**src/hdl/adc_serial_port_pkg.sv**
```systemverilog
package adc_serial_port_pkg;
   localparam int RESULT_W = 16;
   localparam logic [4:0] RESULT_BITS = 5'h10;
   localparam int FIFO_DEPTH = 16;
   localparam int QUARTER_CYCLES = 4;
   localparam int REG_ADDR_W = 4;
   localparam logic [3:0] REG_CTRL = 4'h0;
   localparam logic [3:0] REG_STATUS = 4'h4;
   localparam int CTRL_ENABLE_BIT = 0;
   localparam logic CTRL_RESET_VAL = 1'b1;
   localparam int ST_FRAME_BIT = 0;
   localparam int ST_SERIAL_BIT = 1;
   localparam int ST_EMPTY_BIT = 2;
   localparam int ST_EXTCLK_BIT = 3;
   localparam int PAR_BIT6 = 6;
   localparam int PAR_BIT7 = 7;
   localparam int PAR_BIT8 = 8;
   // synchroniser lane positions
   localparam int SY_MODE = 0;
   localparam int SY_CLKSRC = 1;
   localparam int SY_CODING = 2;
   localparam int SY_POL = 3;
   localparam int SY_INV = 4;
   localparam int SY_RDC = 5;
   localparam int SY_SCLK = 6;
   localparam int SY_N = 7;
   typedef enum logic [1:0] {
      ST_IDLE = 2'b00,
      ST_SHIFT = 2'b01,
      ST_CHAIN = 2'b10
   } port_state_t;
endpackage

```
**src/hdl/adc_serial_output_port.sv**
```systemverilog
// How it works
// - in serial mode, polarity select low gives active-high frame sync, high gives active-low.
// - clock invert flips serial clock use in both internal and external clock modes.
// - external clock: chain-in level appears on serial out after 16 clock periods.
// - internal clock, read-mode high: result shifts out even while conversion runs.
// - internal clock, read-mode low: serial output starts only after conversion completes.
// - result held in a shift register and sent most significant bit first.
// - output word coding follows the output coding select level.
// - internal clock: each output bit is stable across both serial clock edges.
// - external clock, no invert: bits change on rising edge, host samples falling.
// - external clock, invert: bits change on falling edge, host samples rising.
// - parallel mode: shared pins drive result bits 6, 7, 8; serial out drives bit 8.
// - in serial mode, clock source low drives internal clock out; high takes host clock as input.
// - coding select high is straight binary, low inverts the msb (twos complement).
// - internal clock frame sync asserts at start and holds while data is valid.
//
// The strobed register port and the address map were left to the implementer.
`timescale 1ns/1ps
`default_nettype none

module result_fifo #(
   parameter int WIDTH = 16,
   parameter int DEPTH = 16
) (
   input wire logic i_clk,
   input wire logic i_srst,
   input wire logic [WIDTH-1:0] i_wr_data,
   input wire logic i_wr_valid,
   output logic o_wr_ready,
   output logic [WIDTH-1:0] o_rd_data,
   output logic o_rd_valid,
   input wire logic i_rd_ready
);
   localparam int AW = $clog2(DEPTH);
   logic [WIDTH-1:0] mem [DEPTH];
   logic [AW-1:0] wp_reg, wp_next, rp_reg, rp_next;
   logic [AW:0] cnt_reg, cnt_next;
   logic push, pop;

   always_comb begin
      push = i_wr_valid && (cnt_reg != (AW+1)'(DEPTH));
      pop = i_rd_ready && (cnt_reg != '0);
      wp_next = push ? AW'(wp_reg + 1'b1) : wp_reg;
      rp_next = pop ? AW'(rp_reg + 1'b1) : rp_reg;
      cnt_next = cnt_reg;
      if (push && !pop) begin
         cnt_next = (AW+1)'(cnt_reg + 1'b1);
      end else if (pop && !push) begin
         cnt_next = (AW+1)'(cnt_reg - 1'b1);
      end
   end

   always_ff @(posedge i_clk) begin
      if (i_srst) begin
         wp_reg <= '0;
         rp_reg <= '0;
         cnt_reg <= '0;
      end else begin
         wp_reg <= wp_next;
         rp_reg <= rp_next;
         cnt_reg <= cnt_next;
      end
   end

   // storage has no reset so it maps onto plain ram
   always_ff @(posedge i_clk) begin
      if (push) begin
         mem[wp_reg] <= i_wr_data;
      end
   end

   assign o_wr_ready = (cnt_reg != (AW+1)'(DEPTH));
   assign o_rd_valid = (cnt_reg != '0);
   assign o_rd_data = mem[rp_reg];
endmodule // result_fifo

module adc_serial_output_port
   import adc_serial_port_pkg::*;
#(
   parameter int DEPTH = FIFO_DEPTH,
   parameter int QUARTER = QUARTER_CYCLES
) (
   // clock and reset
   input wire logic i_clk,
   input wire logic i_srst,
   // register port
   input wire logic [REG_ADDR_W-1:0] i_addr,
   input wire logic [31:0] i_wdata,
   input wire logic i_wr,
   input wire logic i_rd,
   output logic [31:0] o_rdata,
   // converter side
   input wire logic [RESULT_W-1:0] i_result_data,
   input wire logic i_result_valid,
   output logic o_result_ready,
   input wire logic i_conv_busy,
   input wire logic i_read_req,
   // strap pins
   input wire logic i_port_mode_sel,
   input wire logic i_clock_source_sel,
   input wire logic i_output_coding_sel,
   // shared pins
   input wire logic i_frame_sync_polarity_sel,
   output logic o_result_bit6,
   output logic o_result_bit6_oe,
   input wire logic i_serial_clock_invert,
   output logic o_result_bit7,
   output logic o_result_bit7_oe,
   input wire logic i_read_mode_or_chain_in,
   output logic o_result_bit8,
   output logic o_result_bit8_oe,
   // serial link
   input wire logic i_serial_clock,
   output logic o_serial_clock,
   output logic o_serial_clock_oe,
   output logic o_serial_result_out,
   output logic o_frame_sync
);
   localparam int DW = $clog2(QUARTER) + 1;

   // straight binary when select high, else msb flipped
   function automatic logic [RESULT_W-1:0] code_word(input logic [RESULT_W-1:0] w,
                                                     input logic straight);
      code_word = {w[RESULT_W-1] ^ ~straight, w[RESULT_W-2:0]};
   endfunction

   logic [SY_N-1:0] raw, sy1_reg, sy2_reg;
   assign raw = {i_serial_clock, i_read_mode_or_chain_in, i_serial_clock_invert,
                 i_frame_sync_polarity_sel, i_output_coding_sel, i_clock_source_sel,
                 i_port_mode_sel};
   genvar g;
   generate
      for (g = 0; g < SY_N; g++) begin : g_sync
         always_ff @(posedge i_clk) begin
            if (i_srst) begin
               sy1_reg[g] <= 1'b0;
               sy2_reg[g] <= 1'b0;
            end else begin
               sy1_reg[g] <= raw[g];
               sy2_reg[g] <= sy1_reg[g];
            end
         end
      end
   endgenerate

   logic serial, extclk, straight, pol, inv, rdc;
   assign serial = sy2_reg[SY_MODE];
   assign extclk = sy2_reg[SY_CLKSRC];
   assign straight = sy2_reg[SY_CODING];
   assign pol = sy2_reg[SY_POL];
   assign inv = sy2_reg[SY_INV];
   assign rdc = sy2_reg[SY_RDC];

   logic [RESULT_W-1:0] fifo_data;
   logic fifo_valid, fifo_pop;
   result_fifo #(.WIDTH(RESULT_W), .DEPTH(DEPTH)) u_fifo (
      .i_clk(i_clk),
      .i_srst(i_srst),
      .i_wr_data(i_result_data),
      .i_wr_valid(i_result_valid),
      .o_wr_ready(o_result_ready),
      .o_rd_data(fifo_data),
      .o_rd_valid(fifo_valid),
      .i_rd_ready(fifo_pop)
   );

   port_state_t st_reg, st_next;
   logic [RESULT_W-1:0] sr_reg, sr_next, par_reg, par_next;
   logic [4:0] bits_reg, bits_next;
   logic [1:0] ph_reg, ph_next;
   logic [DW-1:0] div_reg, div_next;
   logic sclk_prev_reg, sclk_prev_next;
   logic sdo_reg, sdo_next, fs_reg, fs_next, sck_reg, sck_next;
   logic b6_reg, b6_next, b7_reg, b7_next, b8_reg, b8_next;
   logic oe_reg, oe_next, sck_oe_reg, sck_oe_next;
   logic en_reg, en_next;
   logic [31:0] rdata_reg, rdata_next;
   logic tick, upd_edge, start_ok, frame;

   always_comb begin
      st_next = st_reg;
      sr_next = sr_reg;
      par_next = par_reg;
      bits_next = bits_reg;
      ph_next = ph_reg;
      div_next = div_reg;
      sclk_prev_next = sy2_reg[SY_SCLK];
      fifo_pop = 1'b0;
      tick = (div_reg == DW'(QUARTER - 1));
      div_next = tick ? '0 : DW'(div_reg + 1'b1);
      // host clock edge that moves the data, chosen by invert
      upd_edge = inv ? (sclk_prev_reg && !sy2_reg[SY_SCLK])
                     : (!sclk_prev_reg && sy2_reg[SY_SCLK]);
      // read-mode pin gates start only with internal clock
      start_ok = extclk || rdc || !i_conv_busy;
      en_next = en_reg;
      if (i_wr && i_addr == REG_CTRL) begin
         en_next = i_wdata[CTRL_ENABLE_BIT];
      end
      case (st_reg)
         ST_IDLE: begin
            ph_next = 2'b00;
            div_next = '0;
            if (!serial) begin
               if (fifo_valid) begin
                  par_next = code_word(fifo_data, straight);
                  fifo_pop = 1'b1;
               end
            end else if (en_reg && i_read_req && fifo_valid && start_ok) begin
               sr_next = code_word(fifo_data, straight);
               par_next = sr_next;
               fifo_pop = 1'b1;
               bits_next = 5'h00;
               st_next = ST_SHIFT;
            end
         end
         ST_SHIFT: begin
            if (extclk) begin
               if (!i_read_req) begin
                  st_next = ST_IDLE;
               end else if (upd_edge) begin
                  sr_next = {sr_reg[RESULT_W-2:0], rdc};
                  bits_next = 5'(bits_reg + 1'b1);
                  if (bits_next == RESULT_BITS) begin
                     st_next = ST_CHAIN;
                  end
               end
            end else if (tick) begin
               ph_next = 2'(ph_reg + 1'b1);
               // shift mid low phase so the bit spans both edges
               if (ph_reg == 2'b11) begin
                  sr_next = {sr_reg[RESULT_W-2:0], 1'b0};
                  bits_next = 5'(bits_reg + 1'b1);
                  if (bits_next == RESULT_BITS) begin
                     st_next = ST_IDLE;
                  end
               end
            end
         end
         ST_CHAIN: begin
            if (!i_read_req || !extclk) begin
               st_next = ST_IDLE;
            end else if (upd_edge) begin
               sr_next = {sr_reg[RESULT_W-2:0], rdc};
            end
         end
         default: begin
            st_next = ST_IDLE;
         end
      endcase
      if (!serial && st_reg != ST_IDLE) begin
         st_next = ST_IDLE;
      end
      frame = (st_next != ST_IDLE);
      // outputs
      sck_oe_next = serial && !extclk;
      sck_next = ((ph_next == 2'b01) || (ph_next == 2'b10)) && frame && !extclk;
      sck_next = sck_next ^ inv;
      fs_next = (serial && !extclk && frame) ^ pol;
      oe_next = !serial;
      b6_next = par_next[PAR_BIT6];
      b7_next = par_next[PAR_BIT7];
      b8_next = par_next[PAR_BIT8];
      sdo_next = serial ? (frame && sr_next[RESULT_W-1]) : par_next[PAR_BIT8];
      rdata_next = 32'h0000_0000;
      if (i_rd && i_addr == REG_CTRL) begin
         rdata_next[CTRL_ENABLE_BIT] = en_reg;
      end else if (i_rd && i_addr == REG_STATUS) begin
         rdata_next[ST_FRAME_BIT] = (st_reg != ST_IDLE);
         rdata_next[ST_SERIAL_BIT] = serial;
         rdata_next[ST_EMPTY_BIT] = !fifo_valid;
         rdata_next[ST_EXTCLK_BIT] = extclk;
      end
   end

   always_ff @(posedge i_clk) begin
      if (i_srst) begin
         st_reg <= ST_IDLE;
         sr_reg <= '0;
         par_reg <= '0;
         bits_reg <= 5'h00;
         ph_reg <= 2'b00;
         div_reg <= '0;
         sclk_prev_reg <= 1'b0;
         sdo_reg <= 1'b0;
         fs_reg <= 1'b0;
         sck_reg <= 1'b0;
         sck_oe_reg <= 1'b0;
         oe_reg <= 1'b0;
         b6_reg <= 1'b0;
         b7_reg <= 1'b0;
         b8_reg <= 1'b0;
         en_reg <= CTRL_RESET_VAL;
         rdata_reg <= 32'h0000_0000;
      end else begin
         st_reg <= st_next;
         sr_reg <= sr_next;
         par_reg <= par_next;
         bits_reg <= bits_next;
         ph_reg <= ph_next;
         div_reg <= div_next;
         sclk_prev_reg <= sclk_prev_next;
         sdo_reg <= sdo_next;
         fs_reg <= fs_next;
         sck_reg <= sck_next;
         sck_oe_reg <= sck_oe_next;
         oe_reg <= oe_next;
         b6_reg <= b6_next;
         b7_reg <= b7_next;
         b8_reg <= b8_next;
         en_reg <= en_next;
         rdata_reg <= rdata_next;
      end
   end

   assign o_rdata = rdata_reg;
   assign o_serial_result_out = sdo_reg;
   assign o_frame_sync = fs_reg;
   assign o_serial_clock = sck_reg;
   assign o_serial_clock_oe = sck_oe_reg;
   assign o_result_bit6 = b6_reg;
   assign o_result_bit7 = b7_reg;
   assign o_result_bit8 = b8_reg;
   assign o_result_bit6_oe = oe_reg;
   assign o_result_bit7_oe = oe_reg;
   assign o_result_bit8_oe = oe_reg;
endmodule // adc_serial_output_port

`default_nettype wire

```
**config.mk**
```make
export PLATFORM = sky130hd
export DESIGN_NAME = adc_serial_output_port
export DESIGN_NICKNAME = d
export VERILOG_FILES = /design/src/hdl/adc_serial_port_pkg.sv /design/src/hdl/adc_serial_output_port.sv
export SDC_FILE = /design/constraint.sdc
export NUM_CORES = 1
export LEC_CHECK = 0
export BUFFER_PORTS_ARGS = -buffer_cell sky130_fd_sc_hd__buf_2
export CORE_MARGIN = 5
export CORE_UTILIZATION = 40
export CTS_CLUSTER_SIZE = 10
export DETAILED_ROUTE_END_ITERATION = 8
export GPL_ROUTABILITY_DRIVEN = 1
export PLACE_DENSITY = 0.68
export SYNTH_ARGS = -nofsm -noshare
export SYNTH_HDL_FRONTEND = slang
export SYNTH_SLANG_ARGS = --single-unit
```
**constraint.sdc**
```tcl
create_clock -name i_clk -period 8.2 [get_ports i_clk]
set_input_delay 1.64 -clock i_clk [delete_from_list [all_inputs] [get_ports i_clk]]
set_output_delay 1.64 -clock i_clk [all_outputs]
set_load 0.02 [all_outputs]
```
**After elaboration in Yosys (flattened, before gate mapping)**

Memory sizes are Yosys's and may differ from the RTL's. A register that Yosys moved wholly into a read port is not among the register bits.
Index checks and enable logic that the tools add are counted.

- Memories: 1
- RAM bits: 256
- Output and inout bits: 43
- Bits in read-only memories: 0
- Input port bits: 66
- Logic and storage cells: 163
- Bits in latches: 0
- Bits in registers: 106

Memory list:

| memory | words | bits a word | read ports | clocked after Yosys merged registers in | wr ports | line | source |
|---|---|---|---|---|---|---|---|
| u_fifo.mem | 16 | 16 | 1 | 1 | 1 | adc_serial_output_port.sv:35 | `logic [WIDTH-1:0] mem [DEPTH];` |

- $add $sub $neg: 7
- Muxes and demuxes: 50
- $mul: 0
- Divide/modulo/power cells: 0
- Shifts and indexed selects: 0
- Reduce and logical (&&, ||, !) cells: 45
- Bitwise operators: 5
- Order comparisons: 0
- Eq/ne operators: 17

Operators by type and width:

| cell | number |
|---|---|
| $mux 16 | 8 |
| $pmux 16 s3 | 1 |
| $mux 5 | 9 |
| $mux 9 | 4 |
| $mux 2 | 13 |
| $logic_and 1x1->1 | 18 |
| $reduce_and 7->1 | 2 |
| $ne 3x3->1 const B | 4 |
| $add 5x1->5 const B | 2 |
| $mux 1 | 10 |
| $pmux 5 s2 | 1 |
| $reduce_bool 2->1 | 5 |
| $logic_not 1->1 | 9 |
| $add 4x1->4 const B | 2 |
| $mux 4 | 2 |
| $eq 2x2->1 const B | 3 |
| $ne 2x2->1 const B | 3 |
| $pmux 2 s3 | 1 |
| $reduce_or 3->1 | 2 |
| $eq 5x5->1 const B | 1 |
| $ne 5x5->1 const B | 1 |
| $reduce_bool 5->1 | 1 |
| $sub 5x1->5 const B | 1 |
| $eq 2x1->1 const B | 2 |
| 13 further kinds | 19 |

**Logic depth before layout (Yosys ltp)**

Gate-level depths: netlist (run 1).

- Word-level depth: 12
- Depth in mapped cells: 14
- Mapped depth without buffers: 12

**Hierarchy**

Synthesis (run 1) repeated with hierarchy kept, for this count alone.

- Cells, all modules: 805
- Area, all modules: 13,271.5 sq um

By module, submodules not included:

| module | seq. area each (sq um) | area each (sq um) | times used | cells each |
|---|---|---|---|---|
| result_fifo | 8,027.7 | 10,547.6 | 1 | 506 |
| adc_serial_output_port | 1,121.1 | 2,723.9 | 1 | 299 |

**Worst setup path after synthesis (run 1)**

No wires, ideal clock.

- Kind: input to register
- Start: input port i_conv_busy
- End: register u_fifo.cnt_reg[4]
- Arrival time: 3.901 ns
- Buffers on the path: 1
- Slack: 4.228 ns
- Library setup time: 0.070 ns
- Required time: 8.130 ns
- Stages on the path: 12
- Cell sequence: or3b_2 nand3_1 a21o_1 buf_4 ha_1 inv_1 fa_1 a21o_1 a21oi_1 xnor2_1 or3_1 a21oi_1

- Word-level cells in the longest chain between the ends: 10
- Elaborated cells between the ends (all ways): 12
- Classes of those cells: mux (4); reduce/logical (8)

Ends and longest elaborated chain:

| what | line | source |
|---|---|---|
| start, declared | adc_serial_output_port.sv:96 | `input wire logic i_conv_busy,` |
| $logic_not 1->1 * | adc_serial_output_port.sv:195 | `start_ok = extclk \|\| rdc \|\| !i_conv_busy;` |
| $logic_or 1x1->1 * | adc_serial_output_port.sv:195 |  |
| $logic_and 1x1->1 * | adc_serial_output_port.sv:209 | `end else if (en_reg && i_read_req && fifo_valid && start_ok) begin` |
| $mux 1 * | adc_serial_output_port.sv:209 |  |
| $mux 1 * | adc_serial_output_port.sv:204 | `if (!serial) begin` |
| $mux 1 * | adc_serial_output_port.sv:200 | `case (st_reg)` |
| $logic_and 1x1->1 * | adc_serial_output_port.sv:42 | `pop = i_rd_ready && (cnt_reg != '0);` |
| $logic_not 1->1 | adc_serial_output_port.sv:46 | `if (push && !pop) begin` |
| $logic_and 1x1->1 | adc_serial_output_port.sv:46 |  |
| $mux 5 or $reduce_bool 2->1 (tied branches) | n/a |  |
| end signal, assigned | adc_serial_output_port.sv:61 | `cnt_reg <= cnt_next;` |
| end, declared | adc_serial_output_port.sv:37 | `logic [AW:0] cnt_reg, cnt_next;` |

Every way passes the cells marked *; elsewhere a longest branch is shown, timed or not.
A chain may end at the register's enable or synchronous reset.

**Final worst setup path (run 1)**

Same ends and word-level chain as after synthesis.

==> results of run 1 <==
placed cells by master (no fill, tap or decap), types with 3 or more instances in the layout:
master	Yosys	routed
a211oi_1	21	21
a21o_1	6	6
a21oi_1	20	20
a221o_1	10	10
a22oi_1	6	6
and2_1	6	6
buf_2	13	49
buf_4	35	21
clkbuf_1	12	9
clkbuf_16	0	39
conb_1	1	28
dfxtp_1	73	70
edfxtp_1	256	256
ha_1	13	13
inv_1	8	8
mux2i_1	19	19
mux4_1	3	3
mux4_2	65	65
nand2_1	16	16
nand2b_1	5	5
nand3_1	7	7
nand3b_1	3	3
nand4_1	3	3
nor2_1	49	37
nor2_2	1	13
nor2b_1	28	28
nor3_1	7	3
nor3_2	0	4
nor4_1	3	3
o21ai_0	7	7
o31ai_1	3	3
or3_1	4	4
xnor2_1	6	6
xor2_1	6	6
worst min-delay path by stage:
stage,endpoint,cells after the start
6_report,div_reg[0]$_SDFF_PP0_,1
5_1_grt,rdc$_SDFF_PP0_,1
4_1_cts,div_reg[0]$_SDFF_PP0_,1
3_5_place_dp,rdc$_SDFF_PP0_,1
3_3_place_gp,div_reg[0]$_SDFF_PP0_,1
2_1_floorplan,div_reg[0]$_SDFF_PP0_,1
worst max-delay path, delay by kind of cell:
kind	cells	cell delay [ns]
and+or+nand+nor	3	0.84
AOI/OAI and AO/OA	4	0.82
adders and majority gates	2	0.66
buffers and inverters	2	0.18
xor gates and xnor gates	1	0.09
power groups by stage:
stage	registers, W	clock network (W)	logic, W
after CTS	0.00194	0.00150	0.000789
final	0.00194	0.00147	0.000776
after detailed placement	0.00198	0	0.000783
after floorplan	0.00194	0	0.000664
after global placement	0.00197	0	0.000771
after global routing	0.00195	0.00158	0.000853
stage by stage:
| stage | setup slack [ns] | utilization (%) | cell area, µm² | hold slack, ns |
|---|---|---|---|---|
| final | 4.39 | 45.7 | 14800 | 0.430 |
| after detailed placement | 3.86 | 42.5 | 13800 | 0.425 |
| after global placement | 3.85 | 42.5 | 13800 | 0.414 |
| after CTS | 4.40 | 45.7 | 14800 | 0.432 |
| after floorplan | 4.23 | - | 13200 | 0.407 |
| after global routing | 4.23 | 45.7 | 14800 | 0.449 |
logic make-up (layout without fill, tap and decap cells):
logic type	after synthesis	after routing	share of synthesized area, %
AOI/OAI and AO/OA	93	93	5.19
xor gates and xnor gates	12	12	0.801
adders and majority gates	14	14	1.39
buffers and inverters	76	130	3.76
DFF	329	329	69.7
muxes	88	88	13.3
other	1	28	0.0286
and+or+nand+nor	144	144	5.84
cell type report:
| class | instances | share of cell area, % |
|---|---|---|
| Clock buffer | 48 | 6.81 |
| Clock inverter | 4 | 0.287 |
| Inverter | 8 | 0.202 |
| Multi-Input combinational cell | 379 | 24.5 |
| Sequential cell | 329 | 61.7 |
| Tap cell | 442 | 3.73 |
| Timing Repair Buffer | 70 | 2.72 |
routing by layer:
layer | up-vias | track usage (%)
met5 | - | 0
met4 | 0 | 3.62
met3 | 37 | 2.90
met2 | 283 | 24.6
met1 | 3435 | 20.2
li1 | 3052 | -
==> impl_metrics.ini, run 1 <==
[clocking]
cts_tree = built
clk_latency_ns = 0.52
path_clk_slew_ns = 0.05
cts-resized-gates = 0
root_buffer = clkbuf_16
cts_setup_buffers = 0
clk_path_buf_depth = 3
cts_hold_buf = 0
cts_buffers = 39
htree_levels = 2
cts_num_sinks = 329

[power]
p_sw_w = 0.00107
combPwrFrac_pct = 18.5
peakVddDrop_uv = 227
switching_share_pct = 25.7
internal-power_w = 0.00311
seqPwrFrac_pct = 46.4
leakagePower_nw = 4.89
p_per_area_nw_per_um2 = 282
pwr-share-clk_pct = 35.1
p_total_w = 0.00419

[synth]
synthTopCellsByArea = edfxtp_1 59%, mux4_2 11%, dfxtp_1 11%
async_flop_share_pct = 0
netlist_instances = 757
synth.distinct_cells = 65
synth.most_common_cell = edfxtp_1
synth_common_cells = 256 x edfxtp_1, 73 x dfxtp_1, 65 x mux4_2
synth-seq-area-share_pct = 69.7
synthFlopType = edfxtp_1
synth-edff-count = 256
syn_area_per_cell_um2 = 17.3
netlist_area_um2 = 13100
ys_warn_count = 0
ys_ff_latch = 329
synth_top_cell_by_area = edfxtp_1
synth.top_cell.area_share_pct = 58.6

[cells_and_area]
diodes = 0
area_growth_pct = 13.0
stdcell_count = 1280
seqCellArea_um2 = 9160
largest_register_ffs = 256
multi_input_comb_area_um2 = 3640
fillers = 2777
drive_gt1_share_pct = 24.8
layout.nets = 907

[route]
num_vias = 6807
route.antenna.remaining_nets = 0
drt_iter0_markers = 524
first_pass_iters = 4
drt_wl_total_um = 27000
top_layer_used = met4
wl_per_cell_um = 21.1
post_drt_via_cell_ratio = 5.32
wl_met3_um = 2230
dr_wl_met2_um = 13000
drc = 0
m1WireLength_um = 11300

[timing]
rsz0062_at_grt = no
post-route-min-period_ns = 3.81
final.setup.tns_ns = 0
post-route-period-util_pct = 46.5
worst_pin_slew_ns = 1.02
maxSlewViolCount = 0
fin_skew_ns = 0.0137
slew_headroom_pct = 31.6
setup_viol = 0
hold_viol = 0
max_freq_mhz = 263

[critical_path]
cp-end-kind = register
worstReg2RegEnd = u_fifo.cnt_reg[4]$_SDFFE_PP0P_
r2r_start = u_fifo.cnt_reg[0]$_SDFFE_PP0P_
max_stage_delay_ns = 0.45
critical_path_class = primary input to register
rrSetupSlack_ns = 4.99
start_kind = primary input
crit_chain = buf_2, or3b_2, nand3_1, a21o_1, ha_1, inv_1, fa_1, a21o_1, a21oi_1, xnor2_1, or3_1, a21oi_1
r2r_cells = 11
cp_slowest_cell = or3b_2
worstPathRequired_ns = 8.64
cp_max_fo = 9
arrival_ns = 4.25
startpoint = i_conv_busy
endpoint = u_fifo.cnt_reg[4]$_SDFFE_PP0P_

[placement]
dp_cells = 1228
io_buffers = 49
place.gp.congestion = 0.742
post-dp-hpwl_um = 15400

[floorplanning]
fp-row-count = 66
fp.dieArea_um2 = 36500
start_util_pct = 40.5
die-width_um = 191
die_h_um = 191
pin_count = 109
core_um2 = 32500

[grt]
grt_max_degree = 58
grt_overflow = 0
grt_antenna_before_repair = 0
grtUsageTotal_pct = 14.8
grt_pass1_vias = 6872
grt_pass1_wl_um = 40800

[min_path]
holdCritStartpoint = div_reg[0]$_SDFF_PP0_
hp-class = register to register

[status]
run_status = finished clean

[job]
drv_cap = 0
(Power assumes the default switching activity.)
==> run 2: changes to the inputs <==
ABC_AREA = 1   (was default)
clock period = 3.8 ns   (was 8.2 ns; I/O delays follow)
==> run 2 against run 1 <==
  * Hold slack got worse by 0.028 ns
  * Die area rose by 3.9%
  * Register-to-register slack got worse by 3.9 ns
  * Via count rose by 35%
  * First-iteration DRC count rose by 39%
  * Critical endpoint unchanged
  * Largest cell class unchanged
  * Combinational power rose to 2.9 times the previous value
  * Critical path depth rose by 1
  * Core utilization rose by 0.20 points
  * Clock skew fell by 0.0037 ns
==> impl_metrics.ini, run 2 <==
[synth]
ys_ff_latch = 329
synth.distinct_cells = 46
synth-edff-count = 256
ys_warn_count = 0
synth-seq-area-share_pct = 67.0
synth_common_cells = 283 x nand2_1, 256 x edfxtp_1, 101 x a21oi_1
synth.most_common_cell = nand2_1
netlist_area_um2 = 13700
synthFlopType = edfxtp_1
synthTopCellsByArea = edfxtp_1 56%, dfxtp_1 11%, nand2_1 7.8%
syn_area_per_cell_um2 = 10.9
netlist_instances = 1248
async_flop_share_pct = 0
synth_top_cell_by_area = edfxtp_1
synth.top_cell.area_share_pct = 56.3

[timing]
post-route-min-period_ns = 2.70
rsz0062_at_grt = no
post-route-period-util_pct = 71.1
slew_headroom_pct = 42.9
setup_ws_ns = 1.10
maxSlewViolCount = 0
fin_skew_ns = 0.00999
final.setup.tns_ns = 0
max_freq_mhz = 370
setup_viol = 0
worst_pin_slew_ns = 0.851
hold_viol = 0

[critical_path]
cp_max_fo = 8
r2r_cells = 13
arrival_ns = 3.15
worstReg2RegEnd = u_fifo.cnt_reg[4]$_SDFFE_PP0P_
start_kind = register
cp_slowest_cell = fa_1
critical_path_class = register to register
crit_chain = nor2_1, nand3_1, nor2_1, inv_1, o211ai_2, ha_1, inv_1, fa_1, a21o_1, a21oi_1, xor2_1, nand2_1, a21oi_1
r2r_start = u_fifo.cnt_reg[0]$_SDFFE_PP0P_
cp-end-kind = register
max_stage_delay_ns = 0.41
rrSetupSlack_ns = 1.10
path_buf_inv = 2
worstPathRequired_ns = 4.24
cp_top_family = adder cells

[placement]
post-dp-hpwl_um = 18200
io_buffers = 49
place.gp.congestion = 0.842
pre_cts_slack_ns = 0.856

[floorplanning]
fp.dieArea_um2 = 38000
core_um2 = 33600
die-width_um = 195
die_h_um = 195
fp-row-count = 67
pin_count = 109
start_util_pct = 40.6

[route]
route.antenna.remaining_nets = 0
drt_iter0_markers = 729
wl_per_cell_um = 17.7
first_pass_iters = 5
drt_wl_total_um = 31200
num_vias = 9191
drc = 0
post_drt_via_cell_ratio = 5.20

[cells_and_area]
drive_gt1_share_pct = 12.2
layout_common_cells = 283 x nand2_1, 256 x edfxtp_1, 101 x a21oi_1, 90 x nand3_1, 82 x inv_1
final_common_cell = nand2_1
layout.nets = 1383
largest_register_ffs = 256
area_growth_pct = 12.9
fillers = 3044

[clocking]
root_buffer = clkbuf_16
cts_num_sinks = 329
path_clk_slew_ns = 0.05
htree_levels = 2
clk_latency_ns = 0.52
cts_hold_buf = 0
cts_tree = built
cts_setup_buffers = 0
cts-resized-gates = 0
clk_path_buf_depth = 3
cts_buffers = 39

[job]
drv_cap = 0

[power]
p_per_area_nw_per_um2 = 620
peakVddDrop_uv = 403
leakagePower_nw = 5.81

[grt]
grt_pass1_wl_um = 49100
grt_antenna_before_repair = 2
grt_max_degree = 131
grt_overflow = 0
grt_pass1_vias = 9010
grtUsageTotal_pct = 16.1

[min_path]
worstHoldEndpoint = extclk$_SDFF_PP0_
holdCritStartpoint = sy1_reg[1]$_SDFF_PP0_
hold_depth = 2
hp-class = register to register

[status]
run_status = finished clean
run 2: kinds of logic (layout without fill, tap and decap cells):
| family | Yosys count | in the layout | share of synthesized area, % |
|---|---|---|---|
| other | 1 | 29 | 0.0274 |
| AO/OA/AOI/OAI | 231 | 231 | 10.3 |
| adder cells (fa/ha/maj) | 14 | 14 | 1.34 |
| flip-flops | 329 | 329 | 67.0 |
| AND/OR/NAND/NOR | 486 | 486 | 14.7 |
| buffers and inverters | 180 | 222 | 6.20 |
| XOR/XNOR | 7 | 7 | 0.449 |
run 2: layout make-up:
class	count	area, µm²	share of cell area, %
Tap cell	448	561	3.63
Multi-Input combinational cell	766	3810	24.7
Sequential cell	329	9150	59.3
Clock buffer	51	1030	6.68
Antenna cell	1	2.50	0.0162
Clock inverter	4	35.0	0.227
Timing Repair Buffer	77	493	3.20
Inverter	90	342	2.21
run 2: worst max path at each step:
stage / end / slack [ns] / from / cells past startpoint
2_1_floorplan: u_fifo.cnt_reg[4]$_SDFFE_PP0P_ / 1.19 / i_conv_busy / 12
3_5_place_dp: u_fifo.cnt_reg[4]$_SDFFE_PP0P_ / 0.86 / i_conv_busy / 13
4_1_cts: u_fifo.cnt_reg[4]$_SDFFE_PP0P_ / 1.07 / u_fifo.cnt_reg[0]$_SDFFE_PP0P_ / 13
6_report: u_fifo.cnt_reg[4]$_SDFFE_PP0P_ / 1.10 / u_fifo.cnt_reg[0]$_SDFFE_PP0P_ / 13
5_1_grt: u_fifo.cnt_reg[4]$_SDFFE_PP0P_ / 0.88 / u_fifo.cnt_reg[0]$_SDFFE_PP0P_ / 13
3_3_place_gp: u_fifo.cnt_reg[4]$_SDFFE_PP0P_ / 0.86 / i_conv_busy / 13
run 2: per-layer routing:
| metal | GRT usage [%] | share of wire (%) | wire, µm |
|---|---|---|---|
| met1 | 20.2 | 41 | 12700 |
| met2 | 28.5 | 51 | 16100 |
| met3 | 2.46 | 5.4 | 1680 |
| met4 | 5.51 | 2.4 | 753 |
| met5 | 0 | 0.042 | 13 |
run 2: where the power goes:
part	internal, W	total, W	switching, W	leakage [nW]
clock network	0.00188	0.00320	0.00131	0.519
registers	0.00404	0.00412	0.0000809	2.91
logic	0.000721	0.00225	0.00153	2.39
total	0.00664	0.00957	0.00293	5.81
run 2: through the flow:
step / hold slack [ns] / power (W) / std cells / util, % / cell area (µm²)
2_1_floorplan: 0.388 / 0.00583 / 1275 / - / 13800
3_3_place_gp: 0.392 / 0.00640 / 1710 / 42.7 / 14400
3_5_place_dp: 0.395 / 0.00645 / 1710 / 42.7 / 14400
4_1_cts: 0.404 / 0.00965 / 1765 / 45.9 / 15400
5_1_grt: 0.415 / 0.0101 / 1766 / 45.9 / 15400
6_report: 0.402 / 0.00957 / 1766 / 45.9 / 15400
run 2: worst reg2reg max path, cell delays in order, from the launching register on:
cell,delay [ns]
dfxtp_1,0.36
nor2_1,0.18
nand3_1,0.08
nor2_1,0.25
inv_1,0.12
o211ai_2,0.19
ha_1,0.27
inv_1,0.11
fa_1,0.41
a21o_1,0.18
a21oi_1,0.15
xor2_1,0.17
nand2_1,0.06
a21oi_1,0.11
